[src/design/dsi3_periodic_data_collection_mode_pkg.sv]
// Constants shared by the PERIODIC_DATA_COLLECTION_MODE entry decoder, its CRC unit and its bench.
// Assumes a 32-bit command frame: address, command, 16 data bits, 8 CRC bits.
package dsi3_periodic_data_collection_mode_pkg;
  // ************************************************************
  // Frame layout and command codes
  // ************************************************************
  localparam int FRM_ADDR_LSB = 28;
  localparam int FRM_CMD_LSB = 24;
  localparam int FRM_DATA_LSB = 8;
  localparam int RSP_CHIP_LSB = 16;
  localparam logic [3:0] GLOBAL_ADDR = 4'h0;
  localparam logic [3:0] CMD_NONE = 4'h0;
  localparam logic [3:0] CMD_REG_WRITE = 4'h8;
  localparam logic [3:0] CMD_ENTER_PERIODIC_DATA_COLLECTION_MODE = 4'hb;
  localparam logic [7:0] CRC_POLY = 8'h2f;
  localparam logic [7:0] CRC_SEED = 8'hff;
  // ************************************************************
  // Register map (byte offsets) and fields
  // ************************************************************
  localparam logic [3:0] OFS_NODE_ADDR = 4'h0;
  localparam logic [3:0] OFS_TIMING_CFG = 4'h4;
  localparam logic [3:0] OFS_STATUS = 4'h8;
  localparam int TCFG_BDM_BIT = 0;
  localparam int TCFG_CHIP_LSB = 4;
  localparam int STAT_INIT_BIT = 0;
  localparam int STAT_CR_BIT = 1;
  localparam int STAT_PERIODIC_DATA_COLLECTION_MODE_BIT = 2;
  localparam int STAT_BDM_BIT = 3;
  localparam logic [3:0] NODE_ADDR_RST = 4'h0;
  localparam logic [3:0] CHIP_TIME_RST = 4'h0;
  localparam logic BACKGROUND_DIAG_ENABLE_RST = 1'b0;
  // ************************************************************
  // Mode state
  // ************************************************************
  typedef enum logic [1:0] {
    MODE_CR = 2'b01,
    MODE_PERIODIC_DATA_COLLECTION_MODE = 2'b10
  } mode_type;
endpackage : dsi3_periodic_data_collection_mode_pkg

[src/design/dsi3_crc8.sv]
// Combinational CRC-8 over a 24-bit header, MSB first.
// Assumes the caller registers the result where timing matters.
`timescale 1ns/100ps
`default_nettype none
module dsi3_crc8 #(
  parameter logic [7:0] POLY = dsi3_periodic_data_collection_mode_pkg::CRC_POLY,
  parameter logic [7:0] SEED = dsi3_periodic_data_collection_mode_pkg::CRC_SEED
) (
  input wire logic [23:0] data_i,
  output logic [7:0] crc_o
);
  always_comb begin
    logic [7:0] acc;
    acc = SEED;
    for (int i = 23; i >= 0; i--) begin
      if (acc[7] ^ data_i[i]) begin
        acc = {acc[6:0], 1'b0} ^ POLY;
      end else begin
        acc = {acc[6:0], 1'b0};
      end
    end
    crc_o = acc;
  end
endmodule : dsi3_crc8
`default_nettype wire

[src/design/dsi3_periodic_data_collection_mode_entry_decoder.sv]
// Enter-PERIODIC_DATA_COLLECTION_MODE and reserved command decoder with DSI3 mode gating.
// Assumes whole command frames arrive as one-cycle strobes from the bit receiver.
//
// Overview of operation
// - Own-address Enter PERIODIC_DATA_COLLECTION_MODE sets init flag, enters PERIODIC_DATA_COLLECTION_MODE, responds.
// - Global-address Enter PERIODIC_DATA_COLLECTION_MODE sets init flag and enters PERIODIC_DATA_COLLECTION_MODE, any node address.
// - Global-address Enter PERIODIC_DATA_COLLECTION_MODE gets no response.
// - Enter PERIODIC_DATA_COLLECTION_MODE to any other address is ignored.
// - Before PERIODIC_DATA_COLLECTION_MODE only command-and-response mode is active.
// - After PERIODIC_DATA_COLLECTION_MODE: command mode off, PERIODIC_DATA_COLLECTION_MODE on, diagnostics follow enable bit.
// - Init flag locks timing configuration, not the node address, and enables user array verification.
// - Init flag cleared only by reset.
// - Enter PERIODIC_DATA_COLLECTION_MODE frame: address, code 1011, sixteen zero bits, CRC.
// - Enter PERIODIC_DATA_COLLECTION_MODE response: own address, 1011, chip time in bits 11..8, CRC.
// - Reserved codes answered only on own address with valid CRC.
// - Reserved answer echoes address and code with a correct CRC.
// - Codes 1..7, 9, 10, 12..15 are reserved, data ignored.
// - Reserved code to another address is ignored silently.
// - After init, broadcast reads are decoded, and diagnostic fragments only while the enable bit is set.
`timescale 1ns/100ps
`default_nettype none
module dsi3_periodic_data_collection_mode_entry_decoder (
  input wire logic sys_clk_i,
  input wire logic srst_i,
  // Command frames from the receiver
  input wire logic cmd_valid_i,
  input wire logic [31:0] cmd_frame_i,
  // Response frames to the transmitter
  output logic resp_valid_o,
  output logic [31:0] resp_frame_o,
  // Mode and lock status
  output logic init_complete_o,
  output logic cr_mode_active_o,
  output logic periodic_data_collection_mode_active_o,
  output logic bdm_active_o,
  output logic config_lock_o,
  output logic user_array_verify_en_o,
  output logic bcast_decode_en_o,
  output logic bdm_frag_decode_en_o,
  // Classic Wishbone slave
  input wire logic wb_cyc_i,
  input wire logic wb_stb_i,
  input wire logic wb_we_i,
  input wire logic [3:0] wb_adr_i,
  input wire logic [3:0] wb_sel_i,
  input wire logic [31:0] wb_dat_i,
  output logic wb_ack_o,
  output logic [31:0] wb_dat_o
);
  import dsi3_periodic_data_collection_mode_pkg::*;

  // ************************************************************
  // Register file
  // ************************************************************
  logic [3:0] node_addr_ff;
  logic [3:0] chip_time_ff;
  logic background_diag_enable_ff;
  mode_type mode_ff;
  mode_type nxt_mode;
  logic wr_en;
  logic [31:0] rd_data;

  dsi3_wb_slave u_wb (
    .sys_clk_i(sys_clk_i),
    .srst_i(srst_i),
    .wb_cyc_i(wb_cyc_i),
    .wb_stb_i(wb_stb_i),
    .wb_we_i(wb_we_i),
    .wb_sel_i(wb_sel_i),
    .wb_dat_i(wb_dat_i),
    .rd_data_i(rd_data),
    .wb_ack_o(wb_ack_o),
    .wb_dat_o(wb_dat_o),
    .wr_en_o(wr_en)
  );

  wire in_periodic_data_collection_mode = (mode_ff == MODE_PERIODIC_DATA_COLLECTION_MODE);
  wire wr_node = wr_en & (wb_adr_i == OFS_NODE_ADDR);
  // Timing config is frozen once initialisation is declared complete
  wire wr_tcfg = wr_en & (wb_adr_i == OFS_TIMING_CFG) & ~in_periodic_data_collection_mode;
  wire [31:0] tcfg_word = 32'(chip_time_ff) << TCFG_CHIP_LSB | 32'(background_diag_enable_ff) << TCFG_BDM_BIT;
  wire [31:0] stat_word = 32'(init_complete_o) << STAT_INIT_BIT | 32'(cr_mode_active_o) << STAT_CR_BIT
                        | 32'(periodic_data_collection_mode_active_o) << STAT_PERIODIC_DATA_COLLECTION_MODE_BIT | 32'(bdm_active_o) << STAT_BDM_BIT;
  assign rd_data = (wb_adr_i == OFS_NODE_ADDR) ? {28'h0, node_addr_ff} :
                   (wb_adr_i == OFS_TIMING_CFG) ? tcfg_word :
                   (wb_adr_i == OFS_STATUS) ? stat_word : 32'h0;

  always_ff @(posedge sys_clk_i) begin
    if (srst_i) begin
      node_addr_ff <= NODE_ADDR_RST;
      chip_time_ff <= CHIP_TIME_RST;
      background_diag_enable_ff <= BACKGROUND_DIAG_ENABLE_RST;
    end else begin
      if (wr_node) begin
        node_addr_ff <= wb_dat_i[3:0];
      end
      if (wr_tcfg) begin
        chip_time_ff <= wb_dat_i[TCFG_CHIP_LSB +: 4];
        background_diag_enable_ff <= wb_dat_i[TCFG_BDM_BIT];
      end
    end
  end

  // ************************************************************
  // Frame decode
  // ************************************************************
  wire [3:0] rx_addr = cmd_frame_i[FRM_ADDR_LSB +: 4];
  wire [3:0] rx_cmd = cmd_frame_i[FRM_CMD_LSB +: 4];
  wire [7:0] rx_crc = cmd_frame_i[7:0];
  logic [7:0] calc_crc;

  dsi3_crc8 u_rx_crc (
    .data_i(cmd_frame_i[31:8]),
    .crc_o(calc_crc)
  );

  // Only command-and-response mode takes these frames; a bad CRC drops the frame
  wire frame_ok = cmd_valid_i & ~in_periodic_data_collection_mode & (calc_crc == rx_crc);
  wire own_hit = (rx_addr == node_addr_ff);
  wire glb_hit = (rx_addr == GLOBAL_ADDR);
  wire is_enter = (rx_cmd == CMD_ENTER_PERIODIC_DATA_COLLECTION_MODE);
  // Data field is not inspected for any code handled here
  wire is_rsvd = (rx_cmd != CMD_NONE) & (rx_cmd != CMD_REG_WRITE) & ~is_enter;
  // Global wins when the node address is still zero: silent entry
  wire enter_glb = frame_ok & is_enter & glb_hit;
  wire enter_own = frame_ok & is_enter & own_hit & ~glb_hit;
  wire rsvd_own = frame_ok & is_rsvd & own_hit;

  // ************************************************************
  // Mode state
  // ************************************************************
  always_comb begin
    nxt_mode = mode_ff;
    unique case (mode_ff)
      MODE_CR: begin
        if (enter_glb | enter_own) begin
          nxt_mode = MODE_PERIODIC_DATA_COLLECTION_MODE;
        end
      end
      MODE_PERIODIC_DATA_COLLECTION_MODE: begin
        nxt_mode = MODE_PERIODIC_DATA_COLLECTION_MODE;
      end
      default: begin
        nxt_mode = MODE_CR;
      end
    endcase
  end

  // Mode outputs are registered from next-state so they track mode_ff exactly
  wire nxt_init = (nxt_mode == MODE_PERIODIC_DATA_COLLECTION_MODE);
  wire nxt_background_diag_enable = wr_tcfg ? wb_dat_i[TCFG_BDM_BIT] : background_diag_enable_ff;

  always_ff @(posedge sys_clk_i) begin
    if (srst_i) begin
      mode_ff <= MODE_CR;
      init_complete_o <= 1'b0;
      cr_mode_active_o <= 1'b1;
      periodic_data_collection_mode_active_o <= 1'b0;
      bdm_active_o <= 1'b0;
      config_lock_o <= 1'b0;
      user_array_verify_en_o <= 1'b0;
      bcast_decode_en_o <= 1'b0;
      bdm_frag_decode_en_o <= 1'b0;
    end else begin
      mode_ff <= nxt_mode;
      init_complete_o <= nxt_init;
      cr_mode_active_o <= ~nxt_init;
      periodic_data_collection_mode_active_o <= nxt_init;
      bdm_active_o <= nxt_init & nxt_background_diag_enable;
      config_lock_o <= nxt_init;
      user_array_verify_en_o <= nxt_init;
      bcast_decode_en_o <= nxt_init;
      bdm_frag_decode_en_o <= nxt_init & nxt_background_diag_enable;
    end
  end

  // ************************************************************
  // Response build
  // ************************************************************
  // Reserved answers echo the received data; any data value is legal there
  wire [15:0] enter_data = 16'(chip_time_ff) << (RSP_CHIP_LSB - FRM_DATA_LSB);
  wire [23:0] tx_head = enter_own ? {node_addr_ff, CMD_ENTER_PERIODIC_DATA_COLLECTION_MODE, enter_data} :
                        {node_addr_ff, rx_cmd, cmd_frame_i[FRM_DATA_LSB +: 16]};
  logic [7:0] tx_crc;

  dsi3_crc8 u_tx_crc (
    .data_i(tx_head),
    .crc_o(tx_crc)
  );

  always_ff @(posedge sys_clk_i) begin
    if (srst_i) begin
      resp_valid_o <= 1'b0;
      resp_frame_o <= 32'h0;
    end else begin
      resp_valid_o <= enter_own | rsvd_own;
      if (enter_own | rsvd_own) begin
        resp_frame_o <= {tx_head, tx_crc};
      end
    end
  end

  // ************************************************************
  // Checks
  // ************************************************************
  own_enter_a: assert property (@(posedge sys_clk_i) disable iff (srst_i)
    enter_own |=> resp_valid_o && init_complete_o && periodic_data_collection_mode_active_o)
    else $error("own-address entry did not respond or enter PERIODIC_DATA_COLLECTION_MODE");

  glob_enter_a: assert property (@(posedge sys_clk_i) disable iff (srst_i)
    frame_ok && is_enter && glb_hit |=> init_complete_o && periodic_data_collection_mode_active_o)
    else $error("global entry did not enter PERIODIC_DATA_COLLECTION_MODE");

  glob_silent_a: assert property (@(posedge sys_clk_i) disable iff (srst_i)
    enter_glb |=> !resp_valid_o)
    else $error("global entry produced a response");

  other_addr_a: assert property (@(posedge sys_clk_i) disable iff (srst_i)
    cmd_valid_i && is_enter && !own_hit && !glb_hit && !in_periodic_data_collection_mode |=> !resp_valid_o && !init_complete_o)
    else $error("entry to foreign address acted");

  pre_mode_a: assert property (@(posedge sys_clk_i) disable iff (srst_i)
    !init_complete_o |-> cr_mode_active_o && !periodic_data_collection_mode_active_o && !bdm_active_o)
    else $error("wrong modes before PERIODIC_DATA_COLLECTION_MODE");

  post_mode_a: assert property (@(posedge sys_clk_i) disable iff (srst_i)
    init_complete_o |-> !cr_mode_active_o && periodic_data_collection_mode_active_o && (bdm_active_o == background_diag_enable_ff))
    else $error("wrong modes after PERIODIC_DATA_COLLECTION_MODE");

  cfg_lock_a: assert property (@(posedge sys_clk_i) disable iff (srst_i)
    init_complete_o && wr_en && wb_adr_i == OFS_TIMING_CFG |=> $stable(chip_time_ff) && $stable(background_diag_enable_ff))
    else $error("locked timing config was written");

  init_sticky_a: assert property (@(posedge sys_clk_i) disable iff (srst_i)
    init_complete_o |=> init_complete_o && config_lock_o && user_array_verify_en_o)
    else $error("init flag or lock dropped without reset");

  enter_fmt_a: assert property (@(posedge sys_clk_i) disable iff (srst_i)
    enter_own |=> resp_frame_o[31:8] == {$past(node_addr_ff), CMD_ENTER_PERIODIC_DATA_COLLECTION_MODE, 4'h0, $past(chip_time_ff), 8'h0})
    else $error("entry response fields wrong");

  rsvd_echo_a: assert property (@(posedge sys_clk_i) disable iff (srst_i)
    rsvd_own |=> resp_valid_o && resp_frame_o[31:24] == {$past(node_addr_ff), $past(rx_cmd)})
    else $error("reserved response echo wrong");

  rsvd_ignore_a: assert property (@(posedge sys_clk_i) disable iff (srst_i)
    cmd_valid_i && is_rsvd && !own_hit |=> !resp_valid_o)
    else $error("reserved code to foreign address answered");

  bad_crc_a: assert property (@(posedge sys_clk_i) disable iff (srst_i)
    cmd_valid_i && calc_crc != rx_crc && !init_complete_o |=> !resp_valid_o && !init_complete_o)
    else $error("bad CRC frame acted");

  decode_en_a: assert property (@(posedge sys_clk_i) disable iff (srst_i)
    bcast_decode_en_o == init_complete_o && bdm_frag_decode_en_o == bdm_active_o)
    else $error("decode enables disagree with mode");

  // Cross-checks written from the code lists and mode table; some reuse decode wires such as wr_tcfg and enter_own
  periodic_data_collection_mode_deaf_a: assert property (@(posedge sys_clk_i) disable iff (srst_i)
    in_periodic_data_collection_mode |=> !resp_valid_o)
    else $error("frame answered in PERIODIC_DATA_COLLECTION_MODE");

  mode_legal_a: assert property (@(posedge sys_clk_i) disable iff (srst_i)
    mode_ff == MODE_CR || mode_ff == MODE_PERIODIC_DATA_COLLECTION_MODE)
    else $error("mode register holds an illegal code");

  lock_write_a: assert property (@(posedge sys_clk_i) disable iff (srst_i)
    config_lock_o |-> !wr_tcfg)
    else $error("timing config write enabled while locked");

  lock_track_a: assert property (@(posedge sys_clk_i) disable iff (srst_i)
    config_lock_o == init_complete_o && user_array_verify_en_o == init_complete_o)
    else $error("lock or verify enable disagrees with init flag");

  init_cause_a: assert property (@(posedge sys_clk_i) disable iff (srst_i)
    $rose(init_complete_o) |-> $past(enter_glb) || $past(enter_own))
    else $error("init flag set without an entry command");

  enter_code_a: assert property (@(posedge sys_clk_i) disable iff (srst_i)
    resp_valid_o && resp_frame_o[27:24] == CMD_ENTER_PERIODIC_DATA_COLLECTION_MODE |-> init_complete_o)
    else $error("entry response without entering PERIODIC_DATA_COLLECTION_MODE");

  rsp_addr_a: assert property (@(posedge sys_clk_i) disable iff (srst_i)
    resp_valid_o |-> resp_frame_o[31:28] == $past(node_addr_ff))
    else $error("response address is not the node address");

  bdm_gate_a: assert property (@(posedge sys_clk_i) disable iff (srst_i)
    bdm_active_o |-> periodic_data_collection_mode_active_o && background_diag_enable_ff)
    else $error("diagnostics active outside PERIODIC_DATA_COLLECTION_MODE or while disabled");

  cr_lock_a: assert property (@(posedge sys_clk_i) disable iff (srst_i)
    cr_mode_active_o |-> !config_lock_o && !bcast_decode_en_o)
    else $error("command mode active with lock or broadcast decode");

  // Reserved list spelled out so a slip in the decode is caught
  rsvd_code_a: assert property (@(posedge sys_clk_i) disable iff (srst_i)
    rsvd_own |-> rx_cmd inside {[4'h1:4'h7], 4'h9, 4'ha, [4'hc:4'hf]})
    else $error("non-reserved code decoded as reserved");

  rsvd_hit_a: assert property (@(posedge sys_clk_i) disable iff (srst_i)
    cmd_valid_i && !in_periodic_data_collection_mode && own_hit && calc_crc == rx_crc && rx_cmd inside {[4'h1:4'h7], 4'h9, 4'ha, [4'hc:4'hf]}
    |=> resp_valid_o)
    else $error("reserved code to own address not answered");
endmodule : dsi3_periodic_data_collection_mode_entry_decoder
`default_nettype wire

[src/design/dsi3_wb_slave.sv]
// Classic Wishbone slave front end: one wait state, registered ack and data.
// Assumes the master holds the request until it samples ack.
`timescale 1ns/100ps
`default_nettype none
module dsi3_wb_slave (
  input wire logic sys_clk_i,
  input wire logic srst_i,
  input wire logic wb_cyc_i,
  input wire logic wb_stb_i,
  input wire logic wb_we_i,
  input wire logic [3:0] wb_sel_i,
  input wire logic [31:0] wb_dat_i,
  input wire logic [31:0] rd_data_i,
  output logic wb_ack_o,
  output logic [31:0] wb_dat_o,
  output logic wr_en_o
);
  logic ack_ff;
  logic [31:0] dat_ff;
  wire req = wb_cyc_i & wb_stb_i;

  // Write lands on the edge where the master sees ack
  assign wr_en_o = req & ack_ff & wb_we_i & wb_sel_i[0];
  assign wb_ack_o = ack_ff;
  assign wb_dat_o = dat_ff;

  always_ff @(posedge sys_clk_i) begin
    if (srst_i) begin
      ack_ff <= 1'b0;
      dat_ff <= 32'h0;
    end else begin
      ack_ff <= req & ~ack_ff;
      dat_ff <= (req & ~ack_ff & ~wb_we_i) ? rd_data_i : 32'h0;
    end
  end
  // Unused upper write lanes: registers are eight bits wide
  wire unused_ok = &{1'b0, wb_dat_i[31:8], wb_sel_i[3:1]};
endmodule : dsi3_wb_slave
`default_nettype wire
[config.mk]
export PLATFORM = sky130hd
export DESIGN_NAME = dsi3_periodic_data_collection_mode_entry_decoder
export DESIGN_NICKNAME = d
export VERILOG_FILES = /design/src/design/dsi3_periodic_data_collection_mode_pkg.sv /design/src/design/dsi3_crc8.sv /design/src/design/dsi3_periodic_data_collection_mode_entry_decoder.sv /design/src/design/dsi3_wb_slave.sv
export SDC_FILE = /design/constraint.sdc
export NUM_CORES = 1
export LEC_CHECK = 0
export BUFFER_PORTS_ARGS = -buffer_cell sky130_fd_sc_hd__buf_4
export CORE_UTILIZATION = 35
export DETAILED_ROUTE_END_ITERATION = 7
export PLACE_DENSITY = 0.68
export SLEW_MARGIN = 20
export SYNTH_ARGS = -nofsm -noshare
export SYNTH_HDL_FRONTEND = slang
export SYNTH_SLANG_ARGS = --single-unit
[constraint.sdc]
create_clock -name sys_clk_i -period 12.6 [get_ports sys_clk_i]
set_clock_uncertainty 0.1 [all_clocks]
set_input_delay 1.89 -clock sys_clk_i [delete_from_list [all_inputs] [get_ports sys_clk_i]]
set_output_delay 1.89 -clock sys_clk_i [all_outputs]
set_load 0.03 [all_outputs]
# Word level (Yosys, flattened, before mapping)
# Cells that the tools add are included.
[totals]
register_bits = 56
in_bits = 78
wordCells = 206
[classes]
n_eq_ne = 9
n_mux = 55
n_bitwise = 125
reduce_logical = 5
[ops]
columns = ["op", "count"]
rows = [
  ["two-way mux 6 bit", 48],
  ["inverter 5 bit", 46],
  ["bitwise XOR 1 bit", 42],
  ["AND 1 bit", 20],
  ["two-way mux 20 bit", 1],
  ["equality test 4 bit (second input constant)", 2],
  ["equality test 8 bit", 1],
  ["zero test 4 bit", 2],
  ["two-way mux 4 bit", 2],
  ["two-way mux 8 bit", 1],
  ["bitwise OR 8 x 1 -> 8 bit", 1],
  ["inverter 1 bit", 7],
  ["equality test 2 bit (second input constant)", 2],
  ["equality test 4 x 3 -> 1 bit (second input constant)", 1],
  ["equality test 4 bit", 1],
  ["!= test 4 bit (second input constant)", 1],
  ["bitwise OR 3 x 4 -> 4 bit", 1],
  ["case mux 2 bit (2 select lines)", 1],
  ["nonzero test 4 bit", 1],
  ["bitwise XOR 1 bit (first input constant)", 4],
  ["bitwise OR 2 x 3 -> 3 bit", 1],
  ["OR reduction 3 bit", 1],
  ["equality test 2 x 1 -> 1 bit (second input constant)", 1],
  ["two-way mux 2 bit", 1],
  ["other kinds (4)", 5],
]

# Logic depth before layout (Yosys ltp)
# Gate-level depths: netlist of the first run.
[depth]
word_depth = 93
mapped_depth = 19
ltp_nobuf = 16

# Hierarchy
# From an unflattened synthesis of the first run, not the netlist that was laid out.
[hier_totals]
cells_unflattened = 438
area_unflattened_um2 = 4798.4
[by_module_without_submodules]
columns = ["mod", "instances", "cells_each", "area_each_um2", "seq_area_each_um2"]
rows = [
  ["dsi3_periodic_data_collection_mode_entry_decoder", 1, 245, 2258.4, 940.9],
  ["dsi3_crc8", 2, 58, 797.0, 0.0],
  ["dsi3_wb_slave", 1, 77, 945.9, 660.6],
]

# Least setup slack after synthesis of the first run
# Ideal clock, no wire load.
[synth_path]
path_type = "input port to flip-flop"
start = "input cmd_frame_i[30]"
end = "register resp_frame_o[5]"
arrival_ns = 6.422
required_ns = 12.435
slack_ns = 6.013
stages = 17
path_cell_list = "buf_2 > inv_1 > ha_1 > xor2_1 > xnor3_1 > xnor2_1 > xnor3_1 > nor3_1 > o221ai_1 > nor3b_2 > buf_6 > mux2i_1 > xnor2_2 > xnor3_2 > xnor3_1 > mux2_2 > nor2_1"
[synth_between]
elab_chain_cells = 68
[synth_lines]
columns = ["element", "line_no", "rtl"]
rows = [
  ["from (decl)", "dsi3_periodic_data_collection_mode_entry_decoder.sv:27", "input wire logic [31:0] cmd_frame_i,"],
  ["bitwise XOR 1 bit", "dsi3_crc8.sv:16", "if (acc[7] ^ data_i[i]) begin"],
  ["two-way mux 6 bit", "dsi3_crc8.sv:16", ""],
  ["inverter 5 bit (no line)", "n/a", ""],
  ["two-way mux 6 bit", "dsi3_crc8.sv:16", ""],
  ["inverter 5 bit (no line)", "n/a", ""],
  ["two-way mux 6 bit", "dsi3_crc8.sv:16", ""],
  ["inverter 5 bit (no line)", "n/a", ""],
  ["two-way mux 6 bit (2 in series)", "dsi3_crc8.sv:16", ""],
  ["(+50 left out)", "n/a", ""],
  ["inverter 5 bit (no line) / bitwise XOR 1 bit (equally long branches)", "n/a", ""],
  ["two-way mux 6 bit", "dsi3_crc8.sv:16", ""],
  ["inverter 5 bit (no line) / bitwise XOR 1 bit (equally long branches)", "n/a", ""],
  ["two-way mux 6 bit", "dsi3_crc8.sv:16", ""],
  ["inverter 5 bit (no line)", "n/a", ""],
  ["two-way mux 6 bit (2 in series)", "dsi3_crc8.sv:16", ""],
  ["inverter 5 bit (no line)", "n/a", ""],
  ["two-way mux 6 bit", "dsi3_crc8.sv:16", ""],
  ["to (signal assigned)", "dsi3_periodic_data_collection_mode_entry_decoder.sv:198", "resp_frame_o <= {tx_head, tx_crc};"],
  ["to (decl)", "dsi3_periodic_data_collection_mode_entry_decoder.sv:30", "output logic [31:0] resp_frame_o,"],
]
# Several ways; a longest one is shown, not always the timed one.
# A chain may end at the register's enable or synchronous reset.

# Worst setup path in the final report of the first run
# Same ends and word-level chain as after synthesis.

==> impl_results.md, run 1 <==
* Status: completed
* Fillers at 1209
* VDD IR max at 62.7 µV
* Setup violators final at 0
* Largest net degree at the start of global routing at 37
* Sequential element share of the synthesized area at 25.7%
* Max-Slew Margin vs Limit at 53.3%
* Most common cell after layout, fill and taps aside: buf_4
* GPL Wtd Cong at 0.837
* Switching pwr at 0.260 mW
* Worst hold path type: register to register
* Int Pwr at 0.492 mW
* Pre-antenna DRT Iters at 6
* Most used flip-flop cell after synthesis: dfxtp_1
* # Post-CTS Setup Buffers at 0
* Fmax at 142 MHz
* Core area at 12100 µm²
* Switch share at 34.6%
* Nets at 597
* FF-to-FF setup slack at 8.83 ns
* Syn_area_per_cell at 9.89 µm²
* Synthesis Warnings at 0
* Static Leakage at 2.26 nW
* Critical path arrival at 7.16 ns
* Crit end category: register
* GRT Util Overall at 16.4%
* Worst Tran Pin Value at 0.695 ns
* Die Y at 114 µm
* CTS Hold Bufs at 0
* Share of layout cells above drive strength 1 at 25.3%
* Antenna diodes at 0
* Mapped Area at 4360 µm²
* Vias in the first global route at 3117
* Startpoint Class: input port
* Sequential power share at 23.6%
* Tmin final at 7.03 ns
* First-pass GRT wire length at 16500 µm
* Clock Latency Late Sink at 0.29 ns
* Clk buf depth at 2
* Critical path class: input port to register
* CTS Root Buffer Type: clkbuf_16
* CP Max Fanout at 17
* Row cnt at 40
* Initial Utilization at 36.2%
* Die width at 114 µm
* Clock sinks at 56
* Final period util at 55.8%
* Logic pwr share at 58.3%
* DRC errors left at 0
* Slew Viols, Final at 0
* Overflow after GRT at 0
* Netlist cell types at 43
* Num CTS Buffers at 5
* Antenna Nets Post-Route at 0
* CP required at 12.73 ns
* Post-synth ARST share at 0%
* P per Cell Area at 144 nW/µm²
* Die area at 12900 µm²
* WL final at 10500 µm
* Clock power frac at 18.2%
* Vias at 3154
* Clk slew on worst S/H paths at 0.07 ns
* RSZ-0062 raised after global routing: no
* Most frequent cells in the layout: buf_4 (103), xnor2_1 (81), dfxtp_1 (56)
* TritonCTS clock tree: done
* Final Hold Viols at 0
* Yosys reg bits at 56
* Via density at 4.60
* Initial antenna violation count at 0
* MaxCap Viol Count at 0
* Fin Setup TNS at 0 ns
* Overall power at 0.753 mW
* P&R area growth vs syn at 20.1%
* HPWL Detailed at 8390 µm
* Post-Synthesis Cells at 441
* WL per Instance at 15.4 µm
* Initial DRC Count at 122
* EDFF count, synth at 0
* H-tree depth at 2
* I/O Pins at 152
* Cts repair resizes at 0
* Port Buffers at 100
-- area by class of cell --
class	count	area [µm²]	area share, %
Clock buffer	6	129	2.46
Clock inverter	2	16.3	0.310
Inverter	9	33.8	0.645
Multi-Input combinational cell	341	2960	56.4
Sequential cell	56	1120	21.4
Tap cell	168	210	4.01
Timing Repair Buffer	103	773	14.8
-- cells in the mapped netlist (2+ instances only) --
cell,instances,area (µm²)
buf_2,7,35.0
or2_2,3,18.8
o21ai_0,7,35.0
nor2b_1,2,12.5
nor3_1,19,95.1
a211oi_1,6,45.0
inv_1,9,33.8
mux2_2,2,22.5
dfxtp_1,56,1120
nor4_1,5,31.3
buf_4,29,218
xnor3_2,3,71.3
nor2_1,53,199
mux2i_1,41,410
xnor2_1,81,709
a21oi_1,6,30.0
and3_1,6,37.5
nand4_1,2,12.5
xnor3_1,25,563
xor2_1,23,201
and2_1,3,18.8
ha_1,3,37.5
clkbuf_1,21,78.8
nor3b_1,2,15.0
xnor2_2,5,81.3
nand2_1,5,18.8
-- registers in the layout (all words and copies together) (netlist names) --
signal                     flops
background_diag_enable_ff      1
bcast_decode_en_o              1
bdm_frag_decode_en_o           1
chip_time_ff                   4
cr_mode_active_o               1
mode_ff                        2
node_addr_ff                   4
resp_frame_o                  32
resp_valid_o                   1
u_wb.wb_ack_o                  1
u_wb.wb_dat_o                  8
-- metal layers --
metal | track usage (%) | up-vias | routed length [µm]
met5 | 0 | - | 0
met1 | 20.8 | 1504 | 4650
li1 | - | 1560 | -
met3 | 3.24 | 6 | 463
met2 | 29.0 | 84 | 5340
met4 | 3.07 | 0 | 96
-- cells by family (layout without fill, tap and decap cells) --
family | count (synthesis) | count (layout) | share of synthesized area (%)
fa+ha+maj | 3 | 3 | 0.860
simple gates | 105 | 105 | 11.6
xor+xnor | 140 | 140 | 39.0
other cells | 1 | 24 | 0.0860
mux | 44 | 44 | 10.4
buf+inv | 67 | 120 | 8.63
compound gates | 25 | 25 | 3.67
flops | 56 | 56 | 25.7
-- critical path: stages --
cell and delay (ns):
buf_4 0.13, inv_1 0.05, ha_1 0.38, xor2_1 0.37
xnor3_1 0.60, xnor2_1 0.43, xnor3_1 0.49, nor3_1 0.19
o221ai_1 0.24, nor3b_2 0.36, buf_4 0.30, mux2i_1 0.32
xnor2_2 0.17, xnor3_2 0.53, xnor3_1 0.36, mux2_2 0.27
nor2_1 0.07
-- power groups by stage --
stage	clock (mW)	sequential (mW)	combinational [mW]
floorplan	0	0.182	0.370
detailed placement	0	0.182	0.434
finish	0.137	0.177	0.439
CTS	0.142	0.177	0.437
global route	0.149	0.177	0.467
global placement	0	0.182	0.423
-- worst paths after layout --
check                   from  cells past startpoint              end
max          cmd_frame_i[30]                     17  resp_frame_o[5]
max reg2reg  node_addr_ff[1]                     11  resp_frame_o[5]
min reg2reg    u_wb.wb_ack_o                      1    u_wb.wb_ack_o
min            u_wb.wb_ack_o                      1    u_wb.wb_ack_o
-- through the flow --
| step | instance area, µm² | cells | hold WS [ns] | worst slack [ns] | utilization [%] |
|---|---|---|---|---|---|
| 3_3_place_gp | 5090 | 677 | 0.353 | 5.40 | 42.2 |
| 4_1_cts | 5240 | 685 | 0.407 | 5.57 | 43.4 |
| 2_1_floorplan | 4450 | 464 | 0.379 | 6.01 | - |
| 6_report | 5240 | 685 | 0.404 | 5.57 | 43.4 |
| 5_1_grt | 5240 | 685 | 0.428 | 5.26 | 43.4 |
| 3_5_place_dp | 5090 | 677 | 0.387 | 5.30 | 42.2 |
No activity file was read; power rests on OpenSTA's default activity.
==> run 2, diff against run 1 <==
clock period = 7.1 ns   (was 12.6 ns; I/O delays follow)
==> impl_results.md, run 2 (synthesized netlist as in run 1, its figures left out) <==
* CTS Hold Bufs at 0
* Port Buffers at 100
* TritonCTS clock tree: done
* Register area at 1120 µm²
* # Post-CTS Setup Buffers at 0
* Initial Utilization at 36.2%
* Clock sinks at 56
* Fin Setup TNS at 0 ns
* Logic pwr share at 57.6%
* Largest net degree at the start of global routing at 37
* Fillers at 1167
* Die area at 12900 µm²
* MaxCap Viol Count at 0
* RSZ-0062 raised after global routing: no
* WL final at 10400 µm
* Int Pwr at 0.876 mW
* Share of layout cells above drive strength 1 at 25.5%
* Via density at 4.63
* Static Leakage at 2.27 nW
* Max reg flops at 32
* Setup violators final at 0
* P per Cell Area at 256 nW/µm²
* CTS Root Buffer Type: clkbuf_16
* WL per Instance at 15.2 µm
* Overflow after GRT at 0
* Crit end category: register
* Switching pwr at 0.468 mW
* Num CTS Buffers at 5
* Tmin final at 6.01 ns
* Worst Tran Pin Value at 0.742 ns
* Final Hold Viols at 0
* Pre-antenna DRT Iters at 4
* Worst hold path type: register to register
* VDD IR max at 106 µV
* Antenna Nets Post-Route at 0
* P&R area growth vs syn at 20.2%
* Die width at 114 µm
* Nets at 597
* Clk buf depth at 2
* Multi-input logic area at 2960 µm²
* Clock power frac at 19.0%
* Largest reg by FF count: resp_frame_o
* I/O Pins at 152
* Final period util at 84.6%
* Startpoint Class: input port
* Post-Layout Inst Area at 5250 µm²
* GPL Wtd Cong at 0.819
* Critical path arrival at 6.13 ns
* First-pass GRT wire length at 16300 µm
* Slew Viols, Final at 0
* Most frequent cells in the layout: buf_4 (103), xnor2_1 (81), dfxtp_1 (56)
* DRC errors left at 0
* Max-Slew Margin vs Limit at 50.2%
* Row cnt at 40
* GRT Util Overall at 16.3%
* Core area at 12100 µm²
* Status: completed
* Post-DP Area at 5090 µm²
* Most common cell after layout, fill and taps aside: buf_4
* Initial DRC Count at 156
* Switch share at 34.8%
* Clk slew on worst S/H paths at 0.08 ns
* H-tree depth at 2
* Critical path class: input port to register
* CP Max Fanout at 20
* CP required at 7.22 ns
* Vias in the first global route at 3059
* Fmax at 166 MHz
* Clock Latency Late Sink at 0.30 ns
* Sequential power share at 23.4%
* Antenna diodes at 0
* Cts repair resizes at 0
* Vias at 3171
* HPWL Detailed at 8230 µm
* Initial antenna violation count at 0
* Die Y at 114 µm
[run 2: changes by cell type in the layout (fill, tap and decap cells not counted)]
| cell | previous run | this run |
|---|---|---|
| inv_6 | 0 | 2 |
| clkbuf_1 | 1 | 0 |
| clkinvlp_4 | 1 | 0 |
[run 2: worst paths after layout]
kind | slack, ns | start | end | cells past startpoint
setup / recovery | 1.09 | cmd_frame_i[30] | resp_frame_o[2] | 17
hold / removal | 0.38 | u_wb.wb_ack_o | u_wb.wb_ack_o | 1
setup reg to reg | 3.43 | node_addr_ff[1] | resp_frame_o[2] | 11
hold reg to reg | 0.38 | u_wb.wb_ack_o | u_wb.wb_ack_o | 1
[run 2: per-stage QoR]
stage	hold WS [ns]	power, mW	instances	setup slack, ns	util [%]
2_1_floorplan	0.379	0.980	464	1.34	-
3_5_place_dp	0.374	1.09	677	0.787	42.2
6_report	0.378	1.34	685	1.09	43.5
5_1_grt	0.411	1.43	685	0.863	43.5
4_1_cts	0.384	1.35	685	1.08	43.5
3_3_place_gp	0.351	1.07	677	0.902	42.2
[run 2: worst max-delay path: stages]
cell	delay [ns]
buf_4	0.13
inv_1	0.05
ha_1	0.36
xor2_1	0.36
xnor3_1	0.61
xnor2_1	0.40
xnor3_1	0.49
nor3_1	0.19
o221ai_1	0.24
nor3b_2	0.22
buf_4	0.28
mux2i_1	0.35
xnor2_2	0.16
xnor2_2	0.30
xnor3_1	0.50
xor2_1	0.16
a211oi_1	0.23
[run 2: cell type report]
type                            count  area share, %
Multi-Input combinational cell    341           56.4
Sequential cell                    56           21.4
Timing Repair Buffer              103           14.7
Tap cell                          168           4.01
Clock buffer                        5           2.38
Inverter                            9          0.644
Clock inverter                      3          0.501
[run 2: routing by layer]
metal	track usage (%)	wire length, µm	up-vias	part of all wire (%)
li1	-	-	1562	-
met1	21.0	4680	1505	45
met2	27.5	5080	95	49
met3	3.56	528	9	5.1
met4	4.04	128	0	1.2
met5	0	0	-	0
[run 2: power groups by stage]
stage	Sequential (mW)	Clock, mW	Combinational [mW]
global route	0.315	0.277	0.834
finish	0.315	0.255	0.774
CTS	0.315	0.262	0.773
detailed placement	0.322	0	0.768
floorplan	0.323	0	0.657
global placement	0.322	0	0.751
==> run 3, diff against run 2 <==
ABC_AREA = 1   (was default)
PLACE_DENSITY = 0.65   (was 0.68)
clock period = 5.9 ns   (was 7.1 ns; I/O delays follow)
==> impl_results.md, run 3 <==
* Worst hold path type: register to register
* Yosys top cell area share at 20.8%
* Setup violators final at 8
* Clock Latency Late Sink at 0.29 ns
* GPL Wtd Cong at 0.883
* Complex-gate fraction of the synthesized area at 6.54%
* Most common cell after layout, fill and taps aside: buf_4
* CP dominant cell by count: nand2_4
* Worst Tran Pin Value at 0.633 ns
* Met2 Wirelength at 10500 µm
* Static Leakage at 5.00 nW
* Final Hold Viols at 0
* Core area at 16800 µm²
* Overflow after GRT at 0
* Max-Slew Margin vs Limit at 57.8%
* Share of layout cells above drive strength 1 at 49.7%
* Post-synth top area cell: nand2_1
* Largest family of logic cells by synthesized area: simple AND/OR/NAND/NOR gates
* Hold EP: resp_frame_o[26]
* I/O Pins at 152
* Initial DRC Count at 284
* TritonCTS clock tree: done
* Max reg flops at 32
* Top-count cell post-synth: nand2_1
* EDFF count, synth at 0
* Die area at 17900 µm²
* Initial Utilization at 36.3%
* Synth Area in Adders at 0.617%
* Die width at 134 µm
* CP required at 5.99 ns
* Slew Viols, Final at 0
* Setup ws final at -0.273 ns
* Fin util at 57.9%
* Pre-antenna DRT Iters at 5
* Sequential element share of the synthesized area at 18.4%
* Row cnt at 47
* Hold Path Origin: resp_frame_o[26]
* R2R Path Start: mode_ff[0]
* Worst Hold Path Cells at 2
* DRC errors left at 0
* CP Max Fanout at 6
* RSZ-0062 raised after global routing: yes
* Most used flip-flop cell after synthesis: dfxtp_1
* WL final at 20700 µm
* Post-Synthesis Cells at 1008
* Critical path arrival at 6.26 ns
* Mux cell area share after synthesis at 0.185%
* Slowest CP cell: ha_4
* Synth top area cells: nand2_1 (21%), dfxtp_1 (18%), nand3_1 (12%), inv_1 (6.2%), xor2_1 (5.0%)
* Simple logic cell fraction of the synthesized area at 51.5%
* P&R area growth vs syn at 59.5%
* First-pass GRT wire length at 28200 µm
* Antenna diodes at 0
* Status: finished with violations
* Synthesis Warnings at 0
* Clock sinks at 56
* Initial antenna violation count at 0
* Netlist cell types at 43
* Routed length on met1 at 8100 µm
* Startpoint Class: input port
* Cells on worst reg2reg path at 33
* H-tree depth at 2
* Nets at 1306
* Synth Area in XOR/XNOR at 9.33%
* Most frequent cells in the layout: buf_4 (214), nand2_1 (202), nand2_2 (106)
* Syn_area_per_cell at 6.04 µm²
* Clk buf depth at 2
* CTS Root Buffer Type: clkbuf_16
* Final period util at 105%
* Port Buffers at 100
* P per Cell Area at 417 nW/µm²
* Clk slew on worst S/H paths at 0.07 ns
* Crit end category: register
* Yosys reg bits at 56
* Antenna Nets Post-Route at 0
* Top Metal Used: met4
* Mapped Area at 6090 µm²
* Tmin final at 6.17 ns
* Vias in the first global route at 6154
* Met3 WL at 1040 µm
* Largest reg by FF count: resp_frame_o
* Max stage delay on crit path at 0.30 ns
* GRT Util Overall at 19.2%
* Num CTS Buffers at 5
* HPWL Detailed at 14200 µm
* Fmax at 162 MHz
* Most frequent cells after synthesis: nand2_1 (337), nand3_1 (148), inv_1 (101), dfxtp_1 (56), nand2_2 (48)
* Post-synth ARST share at 0%
* Critical path class: input port to register
* R2r endpoint: resp_frame_o[4]
* VDD IR max at 346 µV
* WL per Instance at 14.3 µm
* Largest net degree at the start of global routing at 26
* Failing checks: negative setup slack
* FF-to-FF setup slack at 1.77 ns
* Fin Setup TNS at -1.82 ns
* MaxCap Viol Count at 0
* Via density at 4.97
* Die Y at 134 µm
* Vias at 7183
* CTS Hold Bufs at 0
==> run 3: changes by cell type after synthesis, moves of 22 or more <==
cell,before,now
a21oi_1,6,36
inv_1,9,101
inv_2,0,27
mux2i_1,41,0
nand2_1,5,337
nand2_2,0,48
nand3_1,0,148
nand3_2,0,22
xnor2_1,81,16
xnor3_1,25,1
==> run 3: repair_timing <==
item | in CTS | in global routing
gates resized for setup | 58 | 335
setup endpoints to repair | 8 | 8
pin swaps | 28 | 98
cloned | 0 | 0
buffers inserted | 6 | 28
==> run 3: where the power goes <==
group          leakage (nW)  total [mW]  internal, mW  switching, mW
Combinational          4.47        3.36          1.40           1.96
Sequential            0.451       0.382         0.380        0.00154
Clock                0.0729       0.302         0.168          0.134
==> run 3: worst max-delay path, delay by kind of cell <==
kind,cells,cell delay (ns)
AO/OA/AOI/OAI,2,0.21
XOR/XNOR,1,0.15
adder cells (fa/ha/maj),1,0.30
buffers and inverters,14,1.14
AND/OR/NAND/NOR,39,3.56
==> run 3: worst max-delay path by stage <==
stage	start	end	slack [ns]	depth (start not counted)
after global routing	cmd_frame_i[30]	resp_frame_o[4]	-0.62	57
after detailed placement	cmd_frame_i[30]	resp_frame_o[2]	-0.59	57
after floorplan	cmd_frame_i[31]	resp_frame_o[4]	0.19	56
after global placement	cmd_frame_i[30]	resp_frame_o[6]	-0.56	51
after CTS	cmd_frame_i[31]	resp_frame_o[3]	-0.04	60
final	cmd_frame_i[30]	resp_frame_o[4]	-0.27	57
==> run 3: layout make-up <==
class | instances | area (µm²)
clock buffer | 6 | 139
inverter | 133 | 527
multi-input combinational | 796 | 5790
fill | 1462 | 7050
timing repair buffer | 233 | 1850
tap | 220 | 275
sequential | 56 | 1120
clock inverter | 1 | 8.76
==> run 3: per-layer routing <==
| metal | global-route usage, % | vias to the layer above |
|---|---|---|
| met5 | 0 | - |
| met4 | 6.12 | 0 |
| met1 | 23.6 | 3318 |
| met3 | 3.29 | 77 |
| li1 | - | 3571 |
| met2 | 33.8 | 217 |
==> run 3: logic make-up after synthesis <==
family,after synthesis
AO/OA/AOI/OAI,71
buffers and inverters,179
multiplexers,1
adder cells (fa/ha/maj),3
XOR/XNOR,56
other,1
flip-flops,56
AND/OR/NAND/NOR,641
==> run 3: stage by stage <==
stage / power [mW] / hold slack [ns] / instance area, µm² / worst slack, ns / instances
2_1_floorplan: 2.06 / 0.330 / 6170 / 0.186 / 1031
3_3_place_gp: 2.73 / 0.357 / 7650 / -0.559 / 1404
3_5_place_dp: 2.76 / 0.359 / 7650 / -0.588 / 1404
4_1_cts: 3.16 / 0.371 / 8060 / -0.0362 / 1417
5_1_grt: 4.35 / 0.388 / 9710 / -0.623 / 1445
6_report: 4.05 / 0.370 / 9710 / -0.273 / 1445
